**src/include/sarg_pkg.sv**
```systemverilog
package sarg_pkg;

   // Region table geometry
   localparam int          SARG_NREG      = 8;          // Protection regions
   localparam int          SARG_NSUB      = 8;          // Subregions per region
   localparam int          SARG_IDX_W     = 3;          // Region index width
   localparam int          SARG_ADDR_W    = 32;         // Bus address width
   localparam int          SARG_DATA_W    = 32;         // Bus data width
   localparam int          SARG_ALIAS_BIT = 28;         // Secure alias select bit

   // Region entry field layout, packed low to high
   localparam int          SARG_F_BASE    = 0;          // Base address, 32 bits
   localparam int          SARG_F_SRD     = 32;         // Subregion disable, 8 bits
   localparam int          SARG_F_SIZE    = 40;         // Log2 of region size, 6 bits
   localparam int          SARG_F_AP      = 46;         // Access permission, 2 bits
   localparam int          SARG_F_ATTR    = 48;         // Security attribute, 2 bits
   localparam int          SARG_F_EN      = 50;         // Region enable
   localparam int          SARG_ENT_W     = 51;         // Entry width

   // Region size limits, log2 of bytes; subregions of at least 32 bytes
   localparam logic [5:0]  SARG_SIZE_MIN  = 6'h08;
   localparam logic [5:0]  SARG_SIZE_MAX  = 6'h20;
   localparam logic [5:0]  SARG_SUB_SHIFT = 6'h03;      // Log2 of subregion count

   // Access permission codes
   localparam logic [1:0]  SARG_AP_NONE   = 2'h0;       // All access disabled
   localparam logic [1:0]  SARG_AP_RO     = 2'h1;       // Read only
   localparam logic [1:0]  SARG_AP_RW     = 2'h3;       // Read and write

   // Security attribute codes from the checking logic
   localparam logic [1:0]  SARG_ATTR_NS   = 2'h0;       // Non-secure
   localparam logic [1:0]  SARG_ATTR_S    = 2'h1;       // Secure
   localparam logic [1:0]  SARG_ATTR_NSC  = 2'h2;       // Non-secure callable

   // Address space classes, decoded from address bits 31:29
   localparam logic [2:0]  SARG_TOP_CODE  = 3'h0;       // 0x0000_0000 .. 0x1FFF_FFFF
   localparam logic [2:0]  SARG_TOP_DATA  = 3'h1;       // 0x2000_0000 .. 0x3FFF_FFFF
   localparam logic [2:0]  SARG_TOP_PERI  = 3'h2;       // 0x4000_0000 .. 0x5FFF_FFFF
   localparam logic [1:0]  SARG_SP_NONE   = 2'h0;
   localparam logic [1:0]  SARG_SP_CODE   = 2'h1;
   localparam logic [1:0]  SARG_SP_DATA   = 2'h2;
   localparam logic [1:0]  SARG_SP_PERI   = 2'h3;

   // Controller states, one-hot
   typedef enum logic [3:0] {
      SARG_ST_IDLE  = 4'b0001,
      SARG_ST_CHECK = 4'b0010,
      SARG_ST_WAIT  = 4'b0100,
      SARG_ST_DONE  = 4'b1000
   } sarg_state_e;

endpackage : sarg_pkg

```
**src/rtl/sarg_region_mem.sv**
```systemverilog
`timescale 1ns/1ps

// Region table storage; all entries are presented through a register so
// the checker sees a stable snapshot one cycle after any write.
module sarg_region_mem
   import sarg_pkg::*;
(
   // Clock and reset
   input  wire logic                              i_clk,
   input  wire logic                              i_nrst,
   // Write port
   input  wire logic                              i_wr,
   input  wire logic [SARG_IDX_W-1:0]             i_idx,
   input  wire logic [SARG_ENT_W-1:0]             i_ent,
   // Registered read of the whole table
   output logic      [SARG_NREG*SARG_ENT_W-1:0]   o_tab
);

   // Entry storage
   logic [SARG_ENT_W-1:0] mem_q [SARG_NREG];

   // Table write; reset clears every enable so nothing matches
   always_ff @(posedge i_clk or negedge i_nrst) begin
      if (!i_nrst) begin
         for (int i = 0; i < SARG_NREG; i++) begin
            mem_q[i] <= '0;
         end
      end else if (i_wr) begin
         mem_q[i_idx] <= i_ent;
      end
   end

   // Read register, flattened with entry 0 in the low bits
   always_ff @(posedge i_clk or negedge i_nrst) begin
      if (!i_nrst) begin
         o_tab <= '0;
      end else begin
         for (int i = 0; i < SARG_NREG; i++) begin
            o_tab[i*SARG_ENT_W +: SARG_ENT_W] <= mem_q[i];
         end
      end
   end

endmodule : sarg_region_mem

```
**src/rtl/sarg_guard.sv**
```systemverilog
`timescale 1ns/1ps

// Contract
// - Eight regions, each with eight subregion disable bits.
// - No match or not permitted: block, fault.
// - Regions may be read-only or no-access.
// - Address bit 28 ignored by decoding.
// - Region attribute decides secure, non-secure, callable.
// - 0x0-0x0FFF_FFFF code space, secure alias above.
// - 0x2/0x3 ranges are data space aliases.
// - 0x4/0x5 ranges are peripheral space aliases.
// - Second core reaches secure only as secure master.
// - Secure areas may be non-secure callable.
// - Address security split for primary core only.
module sarg_guard
   import sarg_pkg::*;
(
   // Clock and reset
   input  wire logic                     i_clk,
   input  wire logic                     i_nrst,
   // Region table configuration
   input  wire logic                     i_cfg_wr,
   input  wire logic [SARG_IDX_W-1:0]    i_cfg_idx,
   input  wire logic                     i_cfg_en,
   input  wire logic [1:0]               i_cfg_attr,
   input  wire logic [1:0]               i_cfg_ap,
   input  wire logic [5:0]               i_cfg_size,
   input  wire logic [SARG_NSUB-1:0]     i_cfg_srd,
   input  wire logic [SARG_ADDR_W-1:0]   i_cfg_base,
   input  wire logic                     i_second_core_secure,
   // Primary core request
   input  wire logic                     i_pc_req,
   input  wire logic [SARG_ADDR_W-1:0]   i_pc_addr,
   input  wire logic                     i_pc_wr,
   input  wire logic                     i_pc_fetch,
   input  wire logic                     i_pc_secure,
   input  wire logic [SARG_DATA_W-1:0]   i_pc_wdata,
   // Primary core response
   output logic                          o_pc_done,
   output logic                          o_pc_fault,
   output logic      [SARG_DATA_W-1:0]   o_pc_rdata,
   // Second core request
   input  wire logic                     i_sc_req,
   input  wire logic [SARG_ADDR_W-1:0]   i_sc_addr,
   input  wire logic                     i_sc_wr,
   input  wire logic [SARG_DATA_W-1:0]   i_sc_wdata,
   // Second core response
   output logic                          o_sc_done,
   output logic                          o_sc_fault,
   output logic      [SARG_DATA_W-1:0]   o_sc_rdata,
   // Bus matrix side
   output logic                          o_mtx_req,
   output logic      [SARG_ADDR_W-1:0]   o_mtx_addr,
   output logic                          o_mtx_wr,
   output logic      [SARG_DATA_W-1:0]   o_mtx_wdata,
   output logic      [1:0]               o_mtx_space,
   input  wire logic                     i_mtx_done,
   input  wire logic [SARG_DATA_W-1:0]   i_mtx_rdata
);

   // Region hit test: address and base are compared above the size boundary
   function automatic logic sarg_hit(input logic [SARG_ADDR_W-1:0] a,
                                     input logic [SARG_ADDR_W-1:0] b,
                                     input logic [5:0]             sz);
      logic [SARG_ADDR_W-1:0] msk;
      msk = {SARG_ADDR_W{1'b1}} << sz;
      return ((a & msk) == (b & msk));
   endfunction : sarg_hit

   // Clamp a programmed size into the legal range
   function automatic logic [5:0] sarg_clamp(input logic [5:0] sz);
      if (sz < SARG_SIZE_MIN) begin
         return SARG_SIZE_MIN;
      end else if (sz > SARG_SIZE_MAX) begin
         return SARG_SIZE_MAX;
      end
      return sz;
   endfunction : sarg_clamp

   // Controller state and latched request
   sarg_state_e              state_q, state_d;
   logic                     sel_sc_q;                 // Second core owns the transfer
   logic [SARG_ADDR_W-1:0]   addr_q;                   // Address as issued by the core
   logic                     wr_q;
   logic                     fetch_q;
   logic                     csec_q;                   // Primary core in secure state, cleared for the second core
   logic [SARG_DATA_W-1:0]   wdata_q;

   // Region table snapshot
   logic [SARG_NREG*SARG_ENT_W-1:0] tab;
   logic [SARG_ENT_W-1:0]           cfg_ent;

   // Pack the configuration fields into one entry
   assign cfg_ent = {i_cfg_en, i_cfg_attr, i_cfg_ap, i_cfg_size, i_cfg_srd, i_cfg_base};

   // Storage for the eight region entries
   sarg_region_mem u_mem (
      .i_clk  (i_clk),
      .i_nrst (i_nrst),
      .i_wr   (i_cfg_wr),
      .i_idx  (i_cfg_idx),
      .i_ent  (cfg_ent),
      .o_tab  (tab)
   );

   // Physical address: bit 28 is dropped before any decoding
   wire  [SARG_ADDR_W-1:0] phys_addr = {addr_q[31:29], 1'b0, addr_q[27:0]};
   wire                    alias_sec = addr_q[SARG_ALIAS_BIT];

   // Space class from the top address bits
   wire  [2:0] top = phys_addr[31:29];
   wire  [1:0] space = (top == SARG_TOP_CODE) ? SARG_SP_CODE :
                       (top == SARG_TOP_DATA) ? SARG_SP_DATA :
                       (top == SARG_TOP_PERI) ? SARG_SP_PERI :
                                                SARG_SP_NONE;

   // Per-region hit, including the subregion enable
   logic [SARG_NREG-1:0] reg_hit;
   for (genvar g = 0; g < SARG_NREG; g++) begin : g_hit
      wire [SARG_ENT_W-1:0] e   = tab[g*SARG_ENT_W +: SARG_ENT_W];
      wire [5:0]            sz  = sarg_clamp(e[SARG_F_SIZE +: 6]);
      wire [5:0]            sh  = sz - SARG_SUB_SHIFT;
      wire [SARG_ADDR_W-1:0] sa = phys_addr >> sh;
      wire [2:0]            sub = sa[2:0];
      wire [SARG_NSUB-1:0]  srd = e[SARG_F_SRD +: SARG_NSUB];
      assign reg_hit[g] = e[SARG_F_EN]
                        & sarg_hit(phys_addr, e[SARG_F_BASE +: SARG_ADDR_W], sz)
                        & ~srd[sub];
   end

   // Highest numbered hit wins, as overlapping regions are layered
   logic                  any_hit;
   logic [1:0]            hit_ap;
   logic [1:0]            hit_attr;
   always_comb begin
      any_hit  = 1'b0;
      hit_ap   = SARG_AP_NONE;
      hit_attr = SARG_ATTR_S;
      for (int i = 0; i < SARG_NREG; i++) begin
         if (reg_hit[i]) begin
            any_hit  = 1'b1;
            hit_ap   = tab[i*SARG_ENT_W + SARG_F_AP +: 2];
            hit_attr = tab[i*SARG_ENT_W + SARG_F_ATTR +: 2];
         end
      end
   end

   // Permission check: no-access blocks all, read-only blocks writes
   wire perm_ok = any_hit
                & (hit_ap != SARG_AP_NONE)
                & ~(wr_q & (hit_ap == SARG_AP_RO));

   // Primary core: the secure alias needs a secure core, the non-secure alias a non-secure attribute.
   // A non-secure entry into a callable area is legal only as a fetch.
   wire pc_sec_ok = alias_sec ? csec_q
                  : (hit_attr == SARG_ATTR_NS)
                  | ((hit_attr == SARG_ATTR_NSC) & fetch_q);

   // Second core: no alias split; secure targets need the secure master bit
   wire sc_sec_ok = (hit_attr == SARG_ATTR_NS) | i_second_core_secure;

   // Final verdict, decided apart from the decoder
   wire sec_ok = sel_sc_q ? sc_sec_ok : pc_sec_ok;
   wire allow  = (space != SARG_SP_NONE) & perm_ok & sec_ok;

   // Arbitration: primary core first; a held second core request waits
   wire take_pc = i_pc_req;
   wire take_sc = i_sc_req & ~i_pc_req;

   // Next-state decode
   always_comb begin
      state_d = state_q;
      case (state_q)
         SARG_ST_IDLE: begin
            if (take_pc | take_sc) begin
               state_d = SARG_ST_CHECK;
            end
         end
         SARG_ST_CHECK: begin
            // Blocked access skips the matrix entirely
            state_d = allow ? SARG_ST_WAIT : SARG_ST_DONE;
         end
         SARG_ST_WAIT: begin
            if (i_mtx_done) begin
               state_d = SARG_ST_DONE;
            end
         end
         SARG_ST_DONE: begin
            state_d = SARG_ST_IDLE;
         end
         default: begin
            state_d = SARG_ST_IDLE;
         end
      endcase
   end

   // State register
   always_ff @(posedge i_clk or negedge i_nrst) begin
      if (!i_nrst) begin
         state_q <= SARG_ST_IDLE;
      end else begin
         state_q <= state_d;
      end
   end

   // Request latch, captured only when idle
   always_ff @(posedge i_clk or negedge i_nrst) begin
      if (!i_nrst) begin
         sel_sc_q <= 1'b0;
         addr_q   <= '0;
         wr_q     <= 1'b0;
         fetch_q  <= 1'b0;
         csec_q   <= 1'b0;
         wdata_q  <= '0;
      end else if ((state_q == SARG_ST_IDLE) & (take_pc | take_sc)) begin
         sel_sc_q <= take_sc;
         addr_q   <= take_pc ? i_pc_addr  : i_sc_addr;
         wr_q     <= take_pc ? i_pc_wr    : i_sc_wr;
         fetch_q  <= take_pc & i_pc_fetch;
         csec_q   <= take_pc & i_pc_secure;
         wdata_q  <= take_pc ? i_pc_wdata : i_sc_wdata;
      end
   end

   // Matrix request: a single pulse, only for allowed accesses
   wire issue = (state_q == SARG_ST_CHECK) & allow;
   always_ff @(posedge i_clk or negedge i_nrst) begin
      if (!i_nrst) begin
         o_mtx_req   <= 1'b0;
         o_mtx_addr  <= '0;
         o_mtx_wr    <= 1'b0;
         o_mtx_wdata <= '0;
         o_mtx_space <= SARG_SP_NONE;
      end else begin
         o_mtx_req <= issue;
         if (issue) begin
            o_mtx_addr  <= phys_addr;
            o_mtx_wr    <= wr_q;
            o_mtx_wdata <= wdata_q;
            o_mtx_space <= space;
         end
      end
   end

   // Response timing: the fault shows where the matrix request would have shown
   wire blk  = (state_q == SARG_ST_CHECK) & ~allow;
   wire cmpl = (state_q == SARG_ST_WAIT) & i_mtx_done;
   wire fin  = blk | cmpl;
   // Blocked or write responses carry no data
   wire [SARG_DATA_W-1:0] rsp_data = (cmpl & ~wr_q) ? i_mtx_rdata : '0;

   // Core response registers, one-cycle done pulses
   always_ff @(posedge i_clk or negedge i_nrst) begin
      if (!i_nrst) begin
         o_pc_done  <= 1'b0;
         o_pc_fault <= 1'b0;
         o_pc_rdata <= '0;
         o_sc_done  <= 1'b0;
         o_sc_fault <= 1'b0;
         o_sc_rdata <= '0;
      end else begin
         o_pc_done  <= fin & ~sel_sc_q;
         o_pc_fault <= blk & ~sel_sc_q;
         o_sc_done  <= fin & sel_sc_q;
         o_sc_fault <= blk & sel_sc_q;
         if (fin & ~sel_sc_q) begin
            o_pc_rdata <= rsp_data;
         end
         if (fin & sel_sc_q) begin
            o_sc_rdata <= rsp_data;
         end
      end
   end

endmodule : sarg_guard

```
**config.mk**
```make
export PLATFORM = sky130hd
export DESIGN_NAME = sarg_guard
export DESIGN_NICKNAME = d
export VERILOG_FILES = /design/src/include/sarg_pkg.sv /design/src/rtl/sarg_region_mem.sv /design/src/rtl/sarg_guard.sv
export SDC_FILE = /design/constraint.sdc
export NUM_CORES = 2
export LEC_CHECK = 0
export CORE_MARGIN = 5
export CORE_UTILIZATION = 69
export DETAILED_ROUTE_END_ITERATION = 8
export DONT_BUFFER_PORTS = 1
export GPL_TIMING_DRIVEN = 1
export PLACE_DENSITY = 0.85
export SLEW_MARGIN = 20
export SYNTH_ARGS = -nofsm -noshare
export SYNTH_HDL_FRONTEND = slang
export SYNTH_SLANG_ARGS = --single-unit
```
**constraint.sdc**
```tcl
create_clock -name i_clk -period 8.8 [get_ports i_clk]
set_input_delay 0.88 -clock i_clk [delete_from_list [all_inputs] [get_ports i_clk]]
set_output_delay 0.88 -clock i_clk [all_outputs]
set_load 0.05 [all_outputs]
```
Word-level counts from Yosys, hierarchy flattened
Index checks and enable logic that the tools add are counted.
W data, S select, Z words.
- register bits: 1023
- output and inout port bits: 136
- add/subtract/negate cells: 8
- $lt $le $gt $ge: 26
- equal/unequal tests: 17
- shift-type cells: 16
- mux-type cells: 96
- bitwise logic cells: 68
- reductions and logical operators: 6
- operator list (cell ; number):
    $and A32 B32 Y32 ; 16
    $bwmux W408 ; 1
    $eq A32 B32 Y1 ; 8
    $shl A32 B6 Y32 const A ; 8
    $shr A32 B6 Y3 ; 8
    $demux W51 S3 ; 1
    $mux W6 ; 24
    $mux W32 ; 3
    $mux W51 ; 1
    $gt A6 B6 Y1 const B ; 8
    $lt A6 B4 Y1 const B ; 8
    $sub A6 B2 Y6 const B ; 8
    $mux W2 ; 19
    $mux W1 ; 35
    $and A1 B1 Y1 ; 34
    $lt A3 B4 Y1 const B ; 8
    $bmux W1 S3 ; 8
    $not A1 Y1 ; 13
    $mux W4 ; 3
    $pmux W4 S3 ; 1
    $eq A4 B1 Y1 const B ; 1
    $eq A4 B2 Y1 const B ; 1
    $eq A4 B3 Y1 const B ; 1
    $ge A4 B4 Y1 const B ; 1
    other kinds (13) ; 18

Depth between registers and ports, before layout
- word-level depth: 28
- mapped depth: 26
- gate-level depth less buffers: 20

By module
A second synthesis with hierarchy kept.
- cell total of the unflattened synthesis: 4084
- area, all modules: 48666.7 µm²
- by module, submodules not included (module ; instances ; cells an instance ; area an instance (µm²)):
    sarg_region_mem ; 1 ; 1279 ; 25450.7
    sarg_guard ; 1 ; 2805 ; 23216.0

Worst setup path before layout
Ideal clock, no wire load.
- kind: register to register
- from: reg u_mem.o_tab[249]
- to: reg o_mtx_addr[13]
- setup time: 128 ps
- arrival time: 5640 ps
- setup slack: 3032 ps
- stages on the path, launching flop included: 26
- path buffers: 7
- period minus slack after synthesis: 5768 ps
- cell sequence: dfrtp_1 -> clkbuf_1 -> o21bai_4 -> nor2_4 -> clkbuf_1 -> ha_1 -> inv_1 -> ha_1 -> clkbuf_1 -> buf_1 -> clkinv_1 -> mux4_2 -> nand2_1 -> a311oi_1 -> a21oi_1 -> a2111oi_0 -> o41a_1 -> buf_2 -> and3b_1 -> o311a_2 -> o41ai_2 -> o31ai_4 -> nand3_2 -> buf_6 -> buf_6 -> mux2_1
- longest elaborated chain between the ends: 21
- ends and longest elaborated chain (element ; line ; text):
    start: declaration ; sarg_region_mem.sv:16 ; output logic [SARG_NREG*SARG_ENT_W-1:0] o_tab
    start signal: indexed assignment ; sarg_region_mem.sv:39 ; o_tab[i*SARG_ENT_W +: SARG_ENT_W] <= mem_q[i];
    $gt A6 B6 Y1 ; sarg_guard.sv:74 ; end else if (sz > SARG_SIZE_MAX) begin
    $mux W1 ; sarg_guard.sv:74 ;
    $mux W1 ; sarg_guard.sv:72 ; if (sz < SARG_SIZE_MIN) begin
    $mux W6 (*) ; sarg_guard.sv:77 ; return sz;
    $sub A6 B2 Y6 ; sarg_guard.sv:122 ; wire [5:0] sh = sz - SARG_SUB_SHIFT;
    $shr A32 B6 Y3 ; sarg_guard.sv:123 ; wire [SARG_ADDR_W-1:0] sa = phys_addr >> sh;
    $bmux W1 S3 ; sarg_guard.sv:128 ; & ~srd[sub];
    $mux W1 (not written as such) ; sarg_guard.sv:128 ;
    [2 not listed] ; - ;
    $mux W2 (4 in a row) ; sarg_guard.sv:140 ; if (reg_hit[i]) begin
    $eq A2 B2 Y1 / $eq A2 B1 Y1 (equally long branches) ; sarg_guard.sv:157, sarg_guard.sv:151 ;
    $and A1 B1 Y1, on equally long branches ; sarg_guard.sv:157, sarg_guard.sv:151 ;
    $or A1 B1 Y1 / $not A1 Y1 (equally long branches) ; sarg_guard.sv:157, sarg_guard.sv:151 ;
    $mux W1 / $and A1 B1 Y1 (equally long branches) ; sarg_guard.sv:155, sarg_guard.sv:151 ;
    $mux W1 / $and A1 B1 Y1 (equally long branches) ; sarg_guard.sv:163, sarg_guard.sv:164 ;
    $and A1 B1 Y1 (*) ; sarg_guard.sv:164 ; wire allow = (space != SARG_SP_NONE) & perm_ok & sec_ok;
    $and A1 B1 Y1 (*) ; sarg_guard.sv:226 ; wire issue = (state_q == SARG_ST_CHECK) & allow;
    end signal: assignment ; sarg_guard.sv:237 ; o_mtx_addr <= phys_addr;
    end: declaration ; sarg_guard.sv:53 ; output logic [SARG_ADDR_W-1:0] o_mtx_addr,
Mark *: on every way between the ends. The rest lies on a longest branch, timed or not. The select of a mux whose other input is x is not followed.
A chain may end at the register's enable or synchronous reset.

Worst setup path after layout
- from: reg u_mem.o_tab[402]
- to: reg o_mtx_addr[5]
- longest elaborated chain between the ends: 18
- ends and longest elaborated chain (element ; line):
    $gt A6 B6 Y1 ; sarg_guard.sv:74
    $mux W1 ; sarg_guard.sv:74
    $mux W1 ; sarg_guard.sv:72
    $mux W6 (*) ; sarg_guard.sv:77
    $sub A6 B2 Y6 ; sarg_guard.sv:122
    $shr A32 B6 Y3 ; sarg_guard.sv:123
    $bmux W1 S3 ; sarg_guard.sv:128
    $mux W1 (not written as such) ; sarg_guard.sv:128
    [2 not listed] ; -
    $mux W2 ; sarg_guard.sv:140
    $eq A2 B2 Y1 / $eq A2 B1 Y1 (equally long branches) ; sarg_guard.sv:157, sarg_guard.sv:151
    $and A1 B1 Y1, on equally long branches ; sarg_guard.sv:157, sarg_guard.sv:151
    $or A1 B1 Y1 / $not A1 Y1 (equally long branches) ; sarg_guard.sv:157, sarg_guard.sv:151
    $mux W1 / $and A1 B1 Y1 (equally long branches) ; sarg_guard.sv:155, sarg_guard.sv:151
    $mux W1 / $and A1 B1 Y1 (equally long branches) ; sarg_guard.sv:163, sarg_guard.sv:164
    $and A1 B1 Y1 (*) ; sarg_guard.sv:164
    $and A1 B1 Y1 (*) ; sarg_guard.sv:226
Marks and branches as above.

==> metrics.yaml <==
finalSetupViolations: 0
ys_warn_count: 0
fin_cells: 4836
postRouteWirelength_um: 147000
grt_pass1_vias: 33100
wl_per_cell_um: 30.4
ant_nets: 0
globalRouteOverflowTotal: 0
r2r_end: "o_mtx_addr[5]$_DFFE_PN0P_"
ys_seq_area_share_pct: 52.7
rows: 96
finalPower_uw: 18400
root_buffer: "clkbuf_16"
drv_slew: 0
clk_pin_slew_ns: 0.06
reg2reg_depth: 19
fillers: 4335
grt_start_max_net_pins: 996
drv_cap: 0
slew_headroom_pct: 32.5
fin_nets: 4101
p_leak_uw: 0.0221
holdWs_ns: 0.252
end_kind: "register"
hpwl_um: 87600
start_util_pct: 69.3
status: "finished clean"
clock_skew_ns: 0.0279
cts_tree: "built"
startpoint_type: "register"
htree_num_levels: 3
worstMarginPinSlew_ns: 0.999
core_mm2: 0.0682
via_per_inst: 7.05
fmax_mhz: 138
io_pins: 361
syn_avg_cell_area_um2: 11.9
grt_setup_unrepaired: "no"
seqCellArea_mm2: 0.0249
period_minus_slack_ns: 7.27
grt_usage_pct: 38.9
netlist_instances: 3977
fin_crit_sh_pct: 82.6
async_reset_ff_share_pct: 100
clkLatencyLatePin_ns: 0.67
syn-cell-area_mm2: 0.0473
postCtsSetupBuffers: 0
ir_drop_mv: 0.270
critPathArrivalTime_ns: 7.81
drc_errors: 0
grt_pass1_wl_um: 215000
dp_cells: 4624
drt_iter0_markers: 4120
clock-sinks: 995
drt_first_pass_iters: 8
die_w_um: 272
vias: 34100
fin_setup_tns_ns: 0
rr_startpoint: "u_mem.o_tab[402]$_DFF_PN0_"
r2r_setup_slack_ns: 1.53
post_cts_resized: 0
min_path_type: "primary input to asynchronous set/reset pin"
yosysUniqueCellTypes: 110
die_y_um: 272
required_ns: 9.34
critical_path_class: "register to register"
powerDensity_mw_per_mm2: 359
place_congestion: 0.966
port_buffers: 0
numCtsBuffers: 94
dieArea_mm2: 0.0739
synth_fp_nets: 4233
cp_max_fo: 63
drive_gt1_share_pct: 21.7
synth_edf_count: 0
postSynth.topFlopCell: "dfrtp_1"
clock_path_buffers: 3
final_hold_viol_count: 0
antenna_found_initial: 27
syn_to_final_growth_pct: 8.36
multi_input_area_mm2: 0.0208
ys_ff_latch: 995
-- worst max path at each step --
stage,startpoint,endpoint,slack (ns),cells after the start
after detailed placement,u_mem.o_tab[402]$_DFF_PN0_,o_mtx_space[1]$_DFFE_PN0P_,1.77,18
after floorplan,u_mem.o_tab[249]$_DFF_PN0_,o_mtx_addr[13]$_DFFE_PN0P_,3.03,25
after global routing,u_mem.o_tab[402]$_DFF_PN0_,o_mtx_addr[21]$_DFFE_PN0P_,1.21,19
after global placement,u_mem.o_tab[402]$_DFF_PN0_,o_mtx_space[1]$_DFFE_PN0P_,1.89,18
final,u_mem.o_tab[402]$_DFF_PN0_,o_mtx_addr[5]$_DFFE_PN0P_,1.53,19
after CTS,u_mem.o_tab[402]$_DFF_PN0_,o_mtx_space[1]$_DFFE_PN0P_,1.75,18
-- final cells by class --
class                      count  share of cell area (%)
sequential                   995                    48.6
clock inverter                36                   0.940
clock buffer                 141                    5.63
inverter                      95                   0.713
tap                          882                    2.15
multi-input combinational   2599                    40.7
antenna                       28                   0.137
timing repair buffer          60                    1.14
-- cells in the final DEF (no fill, tap or decap), types with 40 or more instances in the layout --
cell,instances
a21oi_1,271
xnor2_1,135
clkbuf_16,99
mux2i_1,163
buf_4,52
dfrtp_1,994
mux4_2,89
o211ai_1,40
mux2_2,453
xor2_1,103
inv_1,76
nor2b_1,58
o21ai_0,121
nand3_1,60
nand2_1,272
nor3_1,41
nor2_1,186
-- cells by family after synthesis --
logic type / count (synthesis) / share of synthesized area [%]
AOI/OAI and AO/OA: 792 / 11.2
xor gates and xnor gates: 238 / 4.41
adders and majority gates: 34 / 0.884
buffers and inverters: 383 / 3.37
DFF: 995 / 52.7
muxes: 736 / 19.4
other: 1 / 0.00793
and+or+nand+nor: 798 / 8.06
-- power breakdown --
part	internal [µW]	switching (µW)
clock network	2570	1760
registers	5650	1250
logic	2750	4410
-- cell usage after synthesis, types with 9 or more instances --
master	instances	area [µm²]
a2111oi_0	22	193
a211o_1	12	105
a211oi_1	22	165
a21o_1	13	97.6
a21oi_1	271	1360
a221oi_1	12	105
a22o_1	13	114
a22oi_1	17	128
a311oi_1	15	131
a31oi_1	31	194
and2_1	19	119
and3_1	36	225
buf_1	28	105
buf_2	37	185
clkbuf_1	207	777
dfrtp_1	994	24900
ha_1	31	388
inv_1	76	285
inv_2	9	33.8
mux2_1	9	101
mux2_2	453	5100
mux2_4	22	330
mux2i_1	163	1630
mux4_2	89	2000
nand2_1	274	1030
nand2b_1	32	200
nand3_1	60	300
nand4_1	21	131
nor2_1	188	706
nor2b_1	58	363
nor3_1	43	215
nor4_1	11	68.8
o2111ai_1	18	158
o211ai_1	40	300
o21ai_0	121	606
o22ai_1	28	175
o31ai_1	16	120
xnor2_1	135	1180
xor2_1	103	902
-- per-stage QoR --
stage          util, %  cell area (µm²)  setup WS, ns
3_3_place_gp      69.8            47600          1.89
6_report          75.1            51200          1.53
2_1_floorplan        -            47300          3.03
4_1_cts           74.7            51000          1.75
3_5_place_dp      69.8            47600          1.77
5_1_grt           75.0            51200          1.21
-- worst max-delay path, cell delays in order (launching register included) --
cell and delay (ns):
dfrtp_1 0.62, o21ba_2 0.55, and2_1 0.70, inv_2 0.42, ha_1 0.39, nand2_1 0.08
nand3_1 0.08, a221oi_1 0.21, o221ai_1 0.16, or4b_1 0.48, o41ai_1 0.82, nand2b_1 0.13
a21o_1 0.28, and2_1 0.30, or2_1 0.27, a22o_1 0.27, o31ai_4 0.42, nand3_4 0.22
buf_12 0.25, mux2_4 0.38
-- state kept, by name, indices dropped and copies added, names as in the netlist, 4 cells and up --
name         flops
o_mtx_addr      31
wdata_q         32
o_sc_rdata      32
state_q          4
u_mem.mem_q    394
u_mem.o_tab    394
addr_q          32
o_pc_rdata      32
o_mtx_wdata     32
-- metal layers --
metal	up-vias	track usage (%)	part of all wire (%)
li1	14100	-	-
met1	17000	52.6	37
met2	2450	57.2	44
met3	604	11.6	12
met4	8	21.5	6.5
met5	-	0	0.054
(Power assumes the default switching activity.)
